===== config.mk =====
export PLATFORM = sky130hd
export DESIGN_NAME = reset_source_combiner
export DESIGN_NICKNAME = d
export VERILOG_FILES = /design/src/rtl/reset_pkg.sv /design/src/rtl/reset_source_combiner.sv /design/src/rtl/sticky_flags.sv /design/src/rtl/sync_bits.sv
export SDC_FILE = /design/constraint.sdc
export NUM_CORES = 1
export LEC_CHECK = 0
export BUFFER_PORTS_ARGS = -buffer_cell sky130_fd_sc_hd__buf_2
export CAP_MARGIN = 20
export CORE_UTILIZATION = 32
export DETAILED_ROUTE_END_ITERATION = 6
export HOLD_SLACK_MARGIN = 0.06
export REMOVE_ABC_BUFFERS = 1
export SYNTH_ARGS = -nofsm -noshare
export SYNTH_HDL_FRONTEND = slang
export SYNTH_SLANG_ARGS = --single-unit

===== constraint.sdc =====
create_clock -name clk -period 3.4 [get_ports clk]
set_input_delay 0.68 -clock clk [delete_from_list [all_inputs] [get_ports clk]]
set_output_delay 0.68 -clock clk [all_outputs]
set_load 0.02 [all_outputs]

===== src/rtl/reset_pkg.sv =====
package reset_pkg;

    // Clock and reset stretch timing
    localparam int unsigned CLK_PERIOD_NS = 10;
    localparam int unsigned RESET_STRETCH_NS = 100;
    localparam int unsigned RESET_STRETCH_CYCLES =
        (RESET_STRETCH_NS + CLK_PERIOD_NS - 1) / CLK_PERIOD_NS;
    localparam int unsigned STRETCH_CNT_W = 8;

    // Register byte offsets
    localparam logic [11:0] CAUSE_OFF = 12'h000;
    localparam logic [11:0] IRQ_STATUS_OFF = 12'h004;
    localparam logic [11:0] IRQ_MASK_OFF = 12'h008;
    localparam logic [11:0] OSC_SEL_OFF = 12'h00c;

    // Reset cause status field positions
    localparam int unsigned BIT_POWER_ON = 0;
    localparam int unsigned BIT_BROWNOUT = 1;
    localparam int unsigned BIT_IDLE_WAKE = 2;
    localparam int unsigned BIT_SLEEP_WAKE = 3;
    localparam int unsigned BIT_WATCHDOG = 4;
    localparam int unsigned BIT_SOFT_WD_EN = 5;
    localparam int unsigned BIT_SOFTWARE = 6;
    localparam int unsigned BIT_EXT_PIN = 7;
    localparam int unsigned BIT_REG_STANDBY = 8;
    localparam int unsigned BIT_CFG_MISMATCH = 9;
    localparam int unsigned BIT_FLASH_STANDBY = 11;
    localparam int unsigned BIT_ILLEGAL = 14;
    localparam int unsigned BIT_TRAP = 15;

    // Reset values and masks
    localparam logic [15:0] CAUSE_RESET = 16'h0003;
    localparam logic [15:0] CAUSE_WRITABLE = 16'hcbff;
    localparam logic [15:0] IRQ_STATUS_RESET = 16'h0000;
    localparam logic [15:0] IRQ_MASK_RESET = 16'h0000;
    localparam logic [15:0] EVENT_BITS = 16'hc2df;
    localparam logic [2:0] OSC_SEL_RESET = 3'h0;

    // Current oscillator field in oscillator control
    localparam int unsigned OSC_CUR_LSB = 12;
    localparam int unsigned OSC_CUR_MSB = 14;

    typedef struct packed {
        logic trapConflict;
        logic illegalCondition;
        logic configMismatch;
        logic masterClear;
        logic softwareReset;
        logic watchdogTimeout;
        logic brownout;
    } reset_src_s;

    typedef struct packed {
        logic valid;
        logic write;
        logic [11:0] addr;
    } ahb_cmd_s;

    typedef enum logic [2:0] {
        ST_RUN = 3'b001,
        ST_HOLD = 3'b010,
        ST_STRETCH = 3'b100
    } seq_state_e;

endpackage


===== src/rtl/reset_source_combiner.sv =====
// Notes on behaviour
// - Any active source asserts master system reset.
// - System reset clears chosen registers, keeps others.
// - Each reset type sets its own flag.
// - Power-on leaves only bits 1:0 set.
// - Software may set or clear any bit; here bits 10, 12 and 13 are not writable and stay 0.
// - Software flag writes never cause a reset.
// - Cold reset takes clock from config word.
// - Warm reset keeps current oscillator field 14:12.
// - Reset instruction is warm, sets bit 6.
// - Trap conflict reset sets bit 15.
// - Illegal opcode, W register, security set 14.
// - Configuration mismatch reset sets bit 9.
// - External clear pin reset sets bit 7.
// - Watchdog time-out reset sets bit 4.
// - Sleep sets bit 3, idle bit 2.
//
// Our own choices: the placing of the registers and the AHB-Lite slave port.
`timescale 1ns/1ps
module reset_source_combiner
    import reset_pkg::*;
#(
    parameter int unsigned STRETCH_CYCLES = reset_pkg::RESET_STRETCH_CYCLES
) (
    // Clock and power-on reset
    input wire logic clk,
    input wire logic nrst,
    // AHB-Lite slave
    input wire logic hsel,
    input wire logic [31:0] haddr,
    input wire logic [1:0] htrans,
    input wire logic hwrite,
    input wire logic [2:0] hsize,
    input wire logic [31:0] hwdata,
    input wire logic hready,
    output logic hreadyout,
    output logic hresp,
    output logic [31:0] hrdata,
    // Interrupt
    output logic irq,
    // Pin-level sources, asynchronous
    input wire logic masterClearPinN,
    input wire logic brownoutDetect,
    // On-chip sources, same clock
    input wire logic softwareResetReq,
    input wire logic watchdogTimeout,
    input wire logic configMismatch,
    input wire logic trapConflict,
    input wire logic illegalOpcode,
    input wire logic uninitWRegAccess,
    input wire logic securityViolation,
    // Power-saving mode levels
    input wire logic sleepMode,
    input wire logic idleMode,
    // Configuration and oscillator state
    input wire logic [2:0] initialOscSelect,
    input wire logic watchdogEnableFuse,
    input wire logic [15:0] oscillatorControl,
    // Reset and clock control out
    output logic masterSystemReset,
    output logic coldReset,
    output logic [2:0] resetOscSelect,
    output logic watchdogEnable,
    output logic regulatorStandbySelect,
    output logic flashRegulatorStandbySelect
);
    import reset_pkg::*;

    localparam logic [STRETCH_CNT_W-1:0] STRETCH_LAST =
        STRETCH_CNT_W'(STRETCH_CYCLES - 1);

    // Pin synchronisers
    logic [1:0] pinSync;
    logic masterClearActive;
    logic brownoutActive;

    sync_bits #(
        .W(2),
        .RESET_VAL(2'h1)
    ) u_pin_sync (
        .clk(clk),
        .nrst(nrst),
        .asyncIn({brownoutDetect, masterClearPinN}),
        .syncOut(pinSync)
    );

    assign masterClearActive = ~pinSync[0];
    assign brownoutActive = pinSync[1];

    // Source collection
    reset_src_s src;
    logic anySource;

    always_comb begin
        src.trapConflict = trapConflict;
        src.illegalCondition = illegalOpcode | uninitWRegAccess | securityViolation;
        src.configMismatch = configMismatch;
        src.masterClear = masterClearActive;
        src.softwareReset = softwareResetReq;
        src.watchdogTimeout = watchdogTimeout;
        src.brownout = brownoutActive;
        anySource = |src;
    end

    // Reset sequencer: hold while a source is active, then stretch
    seq_state_e state_reg;
    seq_state_e state_next;
    logic [STRETCH_CNT_W-1:0] stretchCnt_reg;
    logic [STRETCH_CNT_W-1:0] stretchCnt_next;
    logic master_system_reset_reg;
    logic master_system_reset_next;

    always_comb begin
        state_next = state_reg;
        stretchCnt_next = stretchCnt_reg;
        case (state_reg)
            ST_RUN: begin
                if (anySource) begin
                    state_next = ST_HOLD;
                end
            end
            ST_HOLD: begin
                stretchCnt_next = '0;
                if (!anySource) begin
                    state_next = ST_STRETCH;
                end
            end
            ST_STRETCH: begin
                if (anySource) begin
                    state_next = ST_HOLD;
                end else if (stretchCnt_reg >= STRETCH_LAST) begin
                    state_next = ST_RUN;
                end else begin
                    stretchCnt_next = stretchCnt_reg + STRETCH_CNT_W'(1);
                end
            end
            default: begin
                state_next = ST_HOLD;
            end
        endcase
        master_system_reset_next = (state_next != ST_RUN);
    end

    always_ff @(posedge clk or negedge nrst) begin
        if (!nrst) begin
            state_reg <= ST_HOLD;
            stretchCnt_reg <= '0;
            master_system_reset_reg <= 1'b1;
        end else begin
            state_reg <= state_next;
            stretchCnt_reg <= stretchCnt_next;
            master_system_reset_reg <= master_system_reset_next;
        end
    end

    assign masterSystemReset = master_system_reset_reg;

    // Cold or warm clock source choice
    logic coldPending_reg;
    logic coldPending_next;
    logic coldReset_reg;
    logic coldReset_next;
    logic [2:0] oscSel_reg;
    logic [2:0] oscSel_next;
    logic warmEntry;

    // Config word is only sampled after release, never under the async reset
    always_comb begin
        coldPending_next = 1'b0;
        coldReset_next = coldReset_reg;
        oscSel_next = oscSel_reg;
        warmEntry = (state_reg == ST_RUN) && anySource && !brownoutActive;
        if (coldPending_reg || brownoutActive) begin
            coldReset_next = 1'b1;
            oscSel_next = initialOscSelect;
        end else if (warmEntry) begin
            coldReset_next = 1'b0;
            oscSel_next = oscillatorControl[OSC_CUR_MSB:OSC_CUR_LSB];
        end
    end

    always_ff @(posedge clk or negedge nrst) begin
        if (!nrst) begin
            coldPending_reg <= 1'b1;
            coldReset_reg <= 1'b1;
            oscSel_reg <= OSC_SEL_RESET;
        end else begin
            coldPending_reg <= coldPending_next;
            coldReset_reg <= coldReset_next;
            oscSel_reg <= oscSel_next;
        end
    end

    assign coldReset = coldReset_reg;
    assign resetOscSelect = oscSel_reg;

    // Wake-up detection on leaving a power-saving mode
    logic sleepPrev_reg;
    logic idlePrev_reg;
    logic sleepPrev_next;
    logic idlePrev_next;
    logic sleepWake;
    logic idleWake;

    always_comb begin
        sleepPrev_next = sleepMode;
        idlePrev_next = idleMode;
        sleepWake = sleepPrev_reg & ~sleepMode;
        idleWake = idlePrev_reg & ~idleMode;
    end

    always_ff @(posedge clk or negedge nrst) begin
        if (!nrst) begin
            sleepPrev_reg <= 1'b0;
            idlePrev_reg <= 1'b0;
        end else begin
            sleepPrev_reg <= sleepPrev_next;
            idlePrev_reg <= idlePrev_next;
        end
    end

    // AHB-Lite address phase capture
    ahb_cmd_s cmd_reg;
    ahb_cmd_s cmd_next;
    logic [31:0] rdata_reg;
    logic [31:0] rdata_next;
    logic addrPhase;
    logic [15:0] causeFlags;
    logic [15:0] irqFlags;
    logic [15:0] irqMask_reg;
    logic [15:0] irqMask_next;
    logic readIrqStatus;

    assign addrPhase = hsel && htrans[1] && hready;

    // Read data is registered at the address phase, so a read-clear acts there
    always_comb begin
        cmd_next.valid = addrPhase;
        cmd_next.write = hwrite;
        cmd_next.addr = haddr[11:0];
        rdata_next = rdata_reg;
        readIrqStatus = 1'b0;
        if (addrPhase && !hwrite) begin
            if (haddr[11:0] == CAUSE_OFF) begin
                rdata_next = {16'h0000, causeFlags & CAUSE_WRITABLE};
            end else if (haddr[11:0] == IRQ_STATUS_OFF) begin
                rdata_next = {16'h0000, irqFlags};
                readIrqStatus = 1'b1;
            end else if (haddr[11:0] == IRQ_MASK_OFF) begin
                rdata_next = {16'h0000, irqMask_reg};
            end else if (haddr[11:0] == OSC_SEL_OFF) begin
                rdata_next = {28'h0000000, coldReset_reg, oscSel_reg};
            end else begin
                rdata_next = 32'h00000000;
            end
        end
    end

    always_ff @(posedge clk or negedge nrst) begin
        if (!nrst) begin
            cmd_reg <= '0;
            rdata_reg <= 32'h00000000;
        end else begin
            cmd_reg <= cmd_next;
            rdata_reg <= rdata_next;
        end
    end

    assign hreadyout = 1'b1;
    assign hresp = 1'b0;
    assign hrdata = rdata_reg;

    // Reset cause status register
    logic causeWrite;
    logic [15:0] causeSet;
    logic [15:0] causeWrData;
    logic [15:0] causeClr;

    always_comb begin
        causeWrite = cmd_reg.valid && cmd_reg.write && (cmd_reg.addr == CAUSE_OFF);
        // Only stored status changes; nothing here reaches the sequencer
        causeWrData = (hwdata[15:0] & CAUSE_WRITABLE) | (causeFlags & ~CAUSE_WRITABLE);
        causeSet = 16'h0000;
        causeSet[BIT_BROWNOUT] = src.brownout;
        causeSet[BIT_WATCHDOG] = src.watchdogTimeout;
        causeSet[BIT_SOFTWARE] = src.softwareReset;
        causeSet[BIT_EXT_PIN] = src.masterClear;
        causeSet[BIT_CFG_MISMATCH] = src.configMismatch;
        causeSet[BIT_ILLEGAL] = src.illegalCondition;
        causeSet[BIT_TRAP] = src.trapConflict;
        causeSet[BIT_SLEEP_WAKE] = sleepWake;
        causeSet[BIT_IDLE_WAKE] = idleWake;
        // Software watchdog enable is the one bit that system reset clears
        causeClr = 16'h0000;
        causeClr[BIT_SOFT_WD_EN] = master_system_reset_reg;
    end

    // Flags sit on the power-on reset; the system reset clears only the software watchdog enable
    sticky_flags #(
        .W(16),
        .RESET_VAL(CAUSE_RESET)
    ) u_cause (
        .clk(clk),
        .nrst(nrst),
        .setBits(causeSet & CAUSE_WRITABLE),
        .wrEn(causeWrite),
        .wrData(causeWrData),
        .clrBits(causeClr),
        .flags(causeFlags)
    );

    // Interrupt status, cleared by a read
    sticky_flags #(
        .W(16),
        .RESET_VAL(IRQ_STATUS_RESET)
    ) u_irq_status (
        .clk(clk),
        .nrst(nrst),
        .setBits(causeSet & EVENT_BITS),
        .wrEn(1'b0),
        .wrData(16'h0000),
        .clrBits({16{readIrqStatus}}),
        .flags(irqFlags)
    );

    // Interrupt mask, in the system-reset subset
    always_comb begin
        irqMask_next = irqMask_reg;
        if (master_system_reset_reg) begin
            irqMask_next = IRQ_MASK_RESET;
        end else if (cmd_reg.valid && cmd_reg.write && (cmd_reg.addr == IRQ_MASK_OFF)) begin
            irqMask_next = hwdata[15:0] & EVENT_BITS;
        end
    end

    always_ff @(posedge clk or negedge nrst) begin
        if (!nrst) begin
            irqMask_reg <= IRQ_MASK_RESET;
        end else begin
            irqMask_reg <= irqMask_next;
        end
    end

    assign irq = |(irqFlags & irqMask_reg);

    // Control bits held in the status word
    assign watchdogEnable = watchdogEnableFuse | causeFlags[BIT_SOFT_WD_EN];
    assign regulatorStandbySelect = causeFlags[BIT_REG_STANDBY];
    assign flashRegulatorStandbySelect = causeFlags[BIT_FLASH_STANDBY];

endmodule


===== src/rtl/sticky_flags.sv =====
`timescale 1ns/1ps
module sticky_flags #(
    parameter int W = 16,
    parameter logic [W-1:0] RESET_VAL = '0
) (
    // Clock and reset
    input wire logic clk,
    input wire logic nrst,
    // Hardware sets, software writes or clears
    input wire logic [W-1:0] setBits,
    input wire logic wrEn,
    input wire logic [W-1:0] wrData,
    input wire logic [W-1:0] clrBits,
    output logic [W-1:0] flags
);
    logic [W-1:0] flags_reg;
    logic [W-1:0] flags_next;

    // Set is applied last so an event never loses to a clear
    always_comb begin
        flags_next = wrEn ? wrData : (flags_reg & ~clrBits);
        flags_next = flags_next | setBits;
    end

    always_ff @(posedge clk or negedge nrst) begin
        if (!nrst) begin
            flags_reg <= RESET_VAL;
        end else begin
            flags_reg <= flags_next;
        end
    end

    assign flags = flags_reg;
endmodule


===== src/rtl/sync_bits.sv =====
`timescale 1ns/1ps
module sync_bits #(
    parameter int W = 2,
    parameter logic [W-1:0] RESET_VAL = '0
) (
    // Clock and reset
    input wire logic clk,
    input wire logic nrst,
    // Asynchronous levels in, synchronised levels out
    input wire logic [W-1:0] asyncIn,
    output logic [W-1:0] syncOut
);
    genvar i;
    generate
        for (i = 0; i < W; i++) begin : g_bit
            logic stage1_reg;
            logic stage2_reg;
            logic stage1_next;
            logic stage2_next;
            // First stage feeds only the second stage
            always_comb begin
                stage1_next = asyncIn[i];
                stage2_next = stage1_reg;
            end
            always_ff @(posedge clk or negedge nrst) begin
                if (!nrst) begin
                    stage1_reg <= RESET_VAL[i];
                    stage2_reg <= RESET_VAL[i];
                end else begin
                    stage1_reg <= stage1_next;
                    stage2_reg <= stage2_next;
                end
            end
            assign syncOut[i] = stage2_reg;
        end
    endgenerate
endmodule

==> results.yml <==
outcome:
  status: "finished clean"
global_route:
  antenna_found_initial: 0
  grt_pass1_vias: 2814
  grt_usage: 0.147
  grt_overflow: 0
  grt_pass1_wl_um: 14300
  grt_max_degree: 52
logic_synthesis:
  synth_top_area_frac: 0.532
  synth.distinct_cells: 51
  synth-adder-area-share: 0.00950
  synth-edff-count: 0
  synth_compound_area_frac: 0.109
  synth_area_mm2: 0.00395
  synth.area.top_cells: "dfrtp_1 (53%), mux2i_1 (6.3%), dfstp_2 (5.3%), buf_4 (3.4%), nor2_1 (2.9%)"
  synth.avg_cell_area_um2: 11.8
  synthCells: 336
  synth_seq_cells: 92
  muxShareOfSynthArea: 0.0947
  yosysWarnings: 0
  synth_top_family_by_area: "simple AND/OR/NAND/NOR gates"
  synthArstFlopShare: 1.00
  synth-xor-area-share: 0
  synthSimpleGateAreaFrac: 0.141
  ys.flop_type: "dfrtp_1"
  yosys.area.top_type: "dfrtp_1"
  ys_seq_area_frac: 0.585
die:
  dieArea_mm2: 0.0128
  die_h_um: 113
  pin_count: 148
  start_util: 0.329
  die_width_um: 113
  coreArea_mm2: 0.0120
  core.rowCount: 40
sta:
  report.final.slew_viol_count: 0
  tns_ps: 0
  fin_crit_ps: 2490
  hold_ws_ps: 347
  final.period_utilization: 0.734
  slew_headroom: 0.522
  setup_viol: 0
  worst_pin_slew_ps: 716
  finalClockSkew_ps: 8.32
  hold_violations: 0
  rsz0062_at_grt: "false"
  fmax_mhz: 401
  worst_slack_ps: 905
cts:
  cts_buffer_depth: 2
  cts_tree: "built"
  clk_pin_slew_worst_paths_ps: 60
  post-cts-setup-buffers: 0
  cts_root_buffer: "clkbuf_16"
  ctsHoldBuffers: 0
  ctsResizeCount: 0
  numCtsBuffers: 9
  cts.htree.levels: 3
  numClockSinks: 92
  clk_latency_ps: 340
drt:
  via_per_inst: 4.90
  drt-total-wl_um: 8750
  drc: 0
  first_iter_violations: 94
  wire_per_inst_um: 15.5
  drtPass1Iterations: 4
  vias: 2761
  drtAntennaViolNets: 0
critical_path:
  r2r-end: "stretchCnt_reg[2]"
  worstSetupStartpointType: "input port"
  path_class: "in2reg"
  crit_required_ps: 3630
  rrSetupSlack_ps: 1150
  critPathTopFamily: "simple AND/OR/NAND/NOR gates"
  cp_max_fo: 15
  crit_path_cell_trace: "buf_2, nor4_2, nand3_2, or3b_1, a21o_2"
  critical-path-max-stage-delay_ps: 710
  critPathSlowestCell: "or3b_1"
  worstSetupEndpointType: "flip-flop"
  worst_r2r_startpoint: "u_pin_sync.g_bit[0].stage2_reg"
  cp_num_buf_inv: 1
  reg2reg_depth: 4
  critPathArrivalTime_ps: 2720
power_and_ir_drop:
  power_density_mw_per_mm2: 478
  pwr-share-clk: 0.442
  intPower_w: 0.00175
  p_sw_w: 0.000506
  cellLeakagePower_nw: 2.17
  vdd_drop_max_mv: 0.216
  seqPwrFrac: 0.497
  pwr-share-comb: 0.061
  switching_share: 0.224
  total_power_w: 0.00226
worst_hold_path:
  hold_start: "u_pin_sync.g_bit[1].stage1_reg"
  whs_path_depth: 0
  whs_endpoint: "u_pin_sync.g_bit[1].stage2_reg"
  hold_class: "reg2reg"
place:
  pre_cts_ws_ps: 549
  io_buffers: 73
  globalplace.congestion: 0.814
  place_hpwl_um: 6220
run:
  cap_violations: 0
layout:
  synthToLayoutAreaGrowth_pct: 19.6
  drive_gt1_frac: 0.285
  fillerInstances: 1147
  fin_nets: 520
  num_antenna_cells: 0
  utilization: 0.394
==> synthesized netlist by cell type (4+ instances only) <==
| cell | n |
|---|---|
| a21o_1 | 6 |
| a22o_1 | 4 |
| inv_1 | 14 |
| nor2b_1 | 7 |
| and2_1 | 7 |
| a211o_1 | 5 |
| mux4_2 | 4 |
| nand2_1 | 17 |
| o21ai_0 | 15 |
| dfrtp_1 | 84 |
| mux2i_1 | 25 |
| nor4_1 | 4 |
| dfstp_2 | 8 |
| nor2_1 | 31 |
| o31ai_1 | 7 |
| buf_4 | 18 |
| a21oi_1 | 14 |
| clkbuf_1 | 11 |
| nor3b_1 | 4 |
| nand4_1 | 6 |
==> worst reg2reg max path, cell delays in order (launching register included) <==
cell     delay, ps
dfstp_2        570
or4b_4         490
or4_4          470
or4_1          490
a21oi_1        160
==> power by group through the flow <==
stage	Combinational, W	Sequential, W	Clock [W]
final	0.000137	0.00112	0.000999
after global routing	0.000154	0.00112	0.00107
after CTS	0.000140	0.00112	0.00103
after detailed placement	0.000140	0.00114	0
after global placement	0.000137	0.00114	0
after floorplan	0.0000522	0.00115	0
==> layout make-up <==
class	count	area, um^2	share of cell area
Clock buffer	11	243	0.0514
Inverter	14	52.6	0.0111
Sequential cell	92	2310	0.489
Multi-Input combinational cell	217	1470	0.311
Timing Repair Buffer	78	405	0.0858
Tap cell	147	184	0.0389
Clock inverter	5	60.1	0.0127
==> per-layer routing <==
metal / up-vias / part of all wire / track usage
met3: 8 / 0.046 / 0.0407
met5: - / 0 / 0
met2: 66 / 0.49 / 0.243
met4: 0 / 0.011 / 0.0421
met1: 1390 / 0.45 / 0.188
li1: 1297 / - / -
==> through the flow <==
step / cell area (um^2) / instances
2_1_floorplan: 3830 / 323
3_3_place_gp: 4420 / 548
3_5_place_dp: 4420 / 548
4_1_cts: 4730 / 564
5_1_grt: 4730 / 564
6_report: 4730 / 564
==> how the worst max path moves through the flow <==
stage | start | endpoint | slack [ps] | cells after the start
6_report | haddr[5] | u_irq_status.flags[15] | 910 | 5
2_1_floorplan | trapConflict | stretchCnt_reg[2] | 1060 | 4
3_5_place_dp | haddr[5] | u_irq_status.flags[15] | 550 | 5
4_1_cts | haddr[5] | u_irq_status.flags[15] | 900 | 5
5_1_grt | haddr[5] | u_irq_status.flags[15] | 790 | 5
3_3_place_gp | haddr[5] | u_irq_status.flags[15] | 580 | 5
==> cell families (layout without fill, tap and decap cells) <==
logic type                 count (synthesis)  after routing
and+or+nand+nor                          100            100
DFF                                       92             92
AOI/OAI and AO/OA                         63             63
buffers and inverters                     44            108
muxes                                     32             32
adders and majority gates                  3              3
other                                      2             19
==> cells in the final DEF, fill, tap and decap left out, types with 2 or more instances in the layout <==
cell type	netlist	layout
ha_1	3	3
dfrtp_1	84	84
o21ai_0	15	15
nor2b_1	7	7
and3_1	3	3
nor4_2	2	2
mux2_2	3	3
nor3b_1	4	4
buf_4	18	6
mux4_2	4	4
o31ai_1	7	7
a22oi_1	3	3
inv_1	14	14
and2_1	7	7
nand2_1	17	17
a21o_1	6	6
nand3_1	2	2
a22o_1	4	4
a211o_1	5	5
clkbuf_16	0	9
dfstp_2	8	8
nand2b_1	3	3
nor2_1	31	31
buf_2	0	72
nor4_1	4	4
mux2i_1	25	25
o2bb2ai_1	2	2
nand4_1	6	6
a21oi_1	14	14
conb_1	2	19
Power figures use the tool's default switching activity.
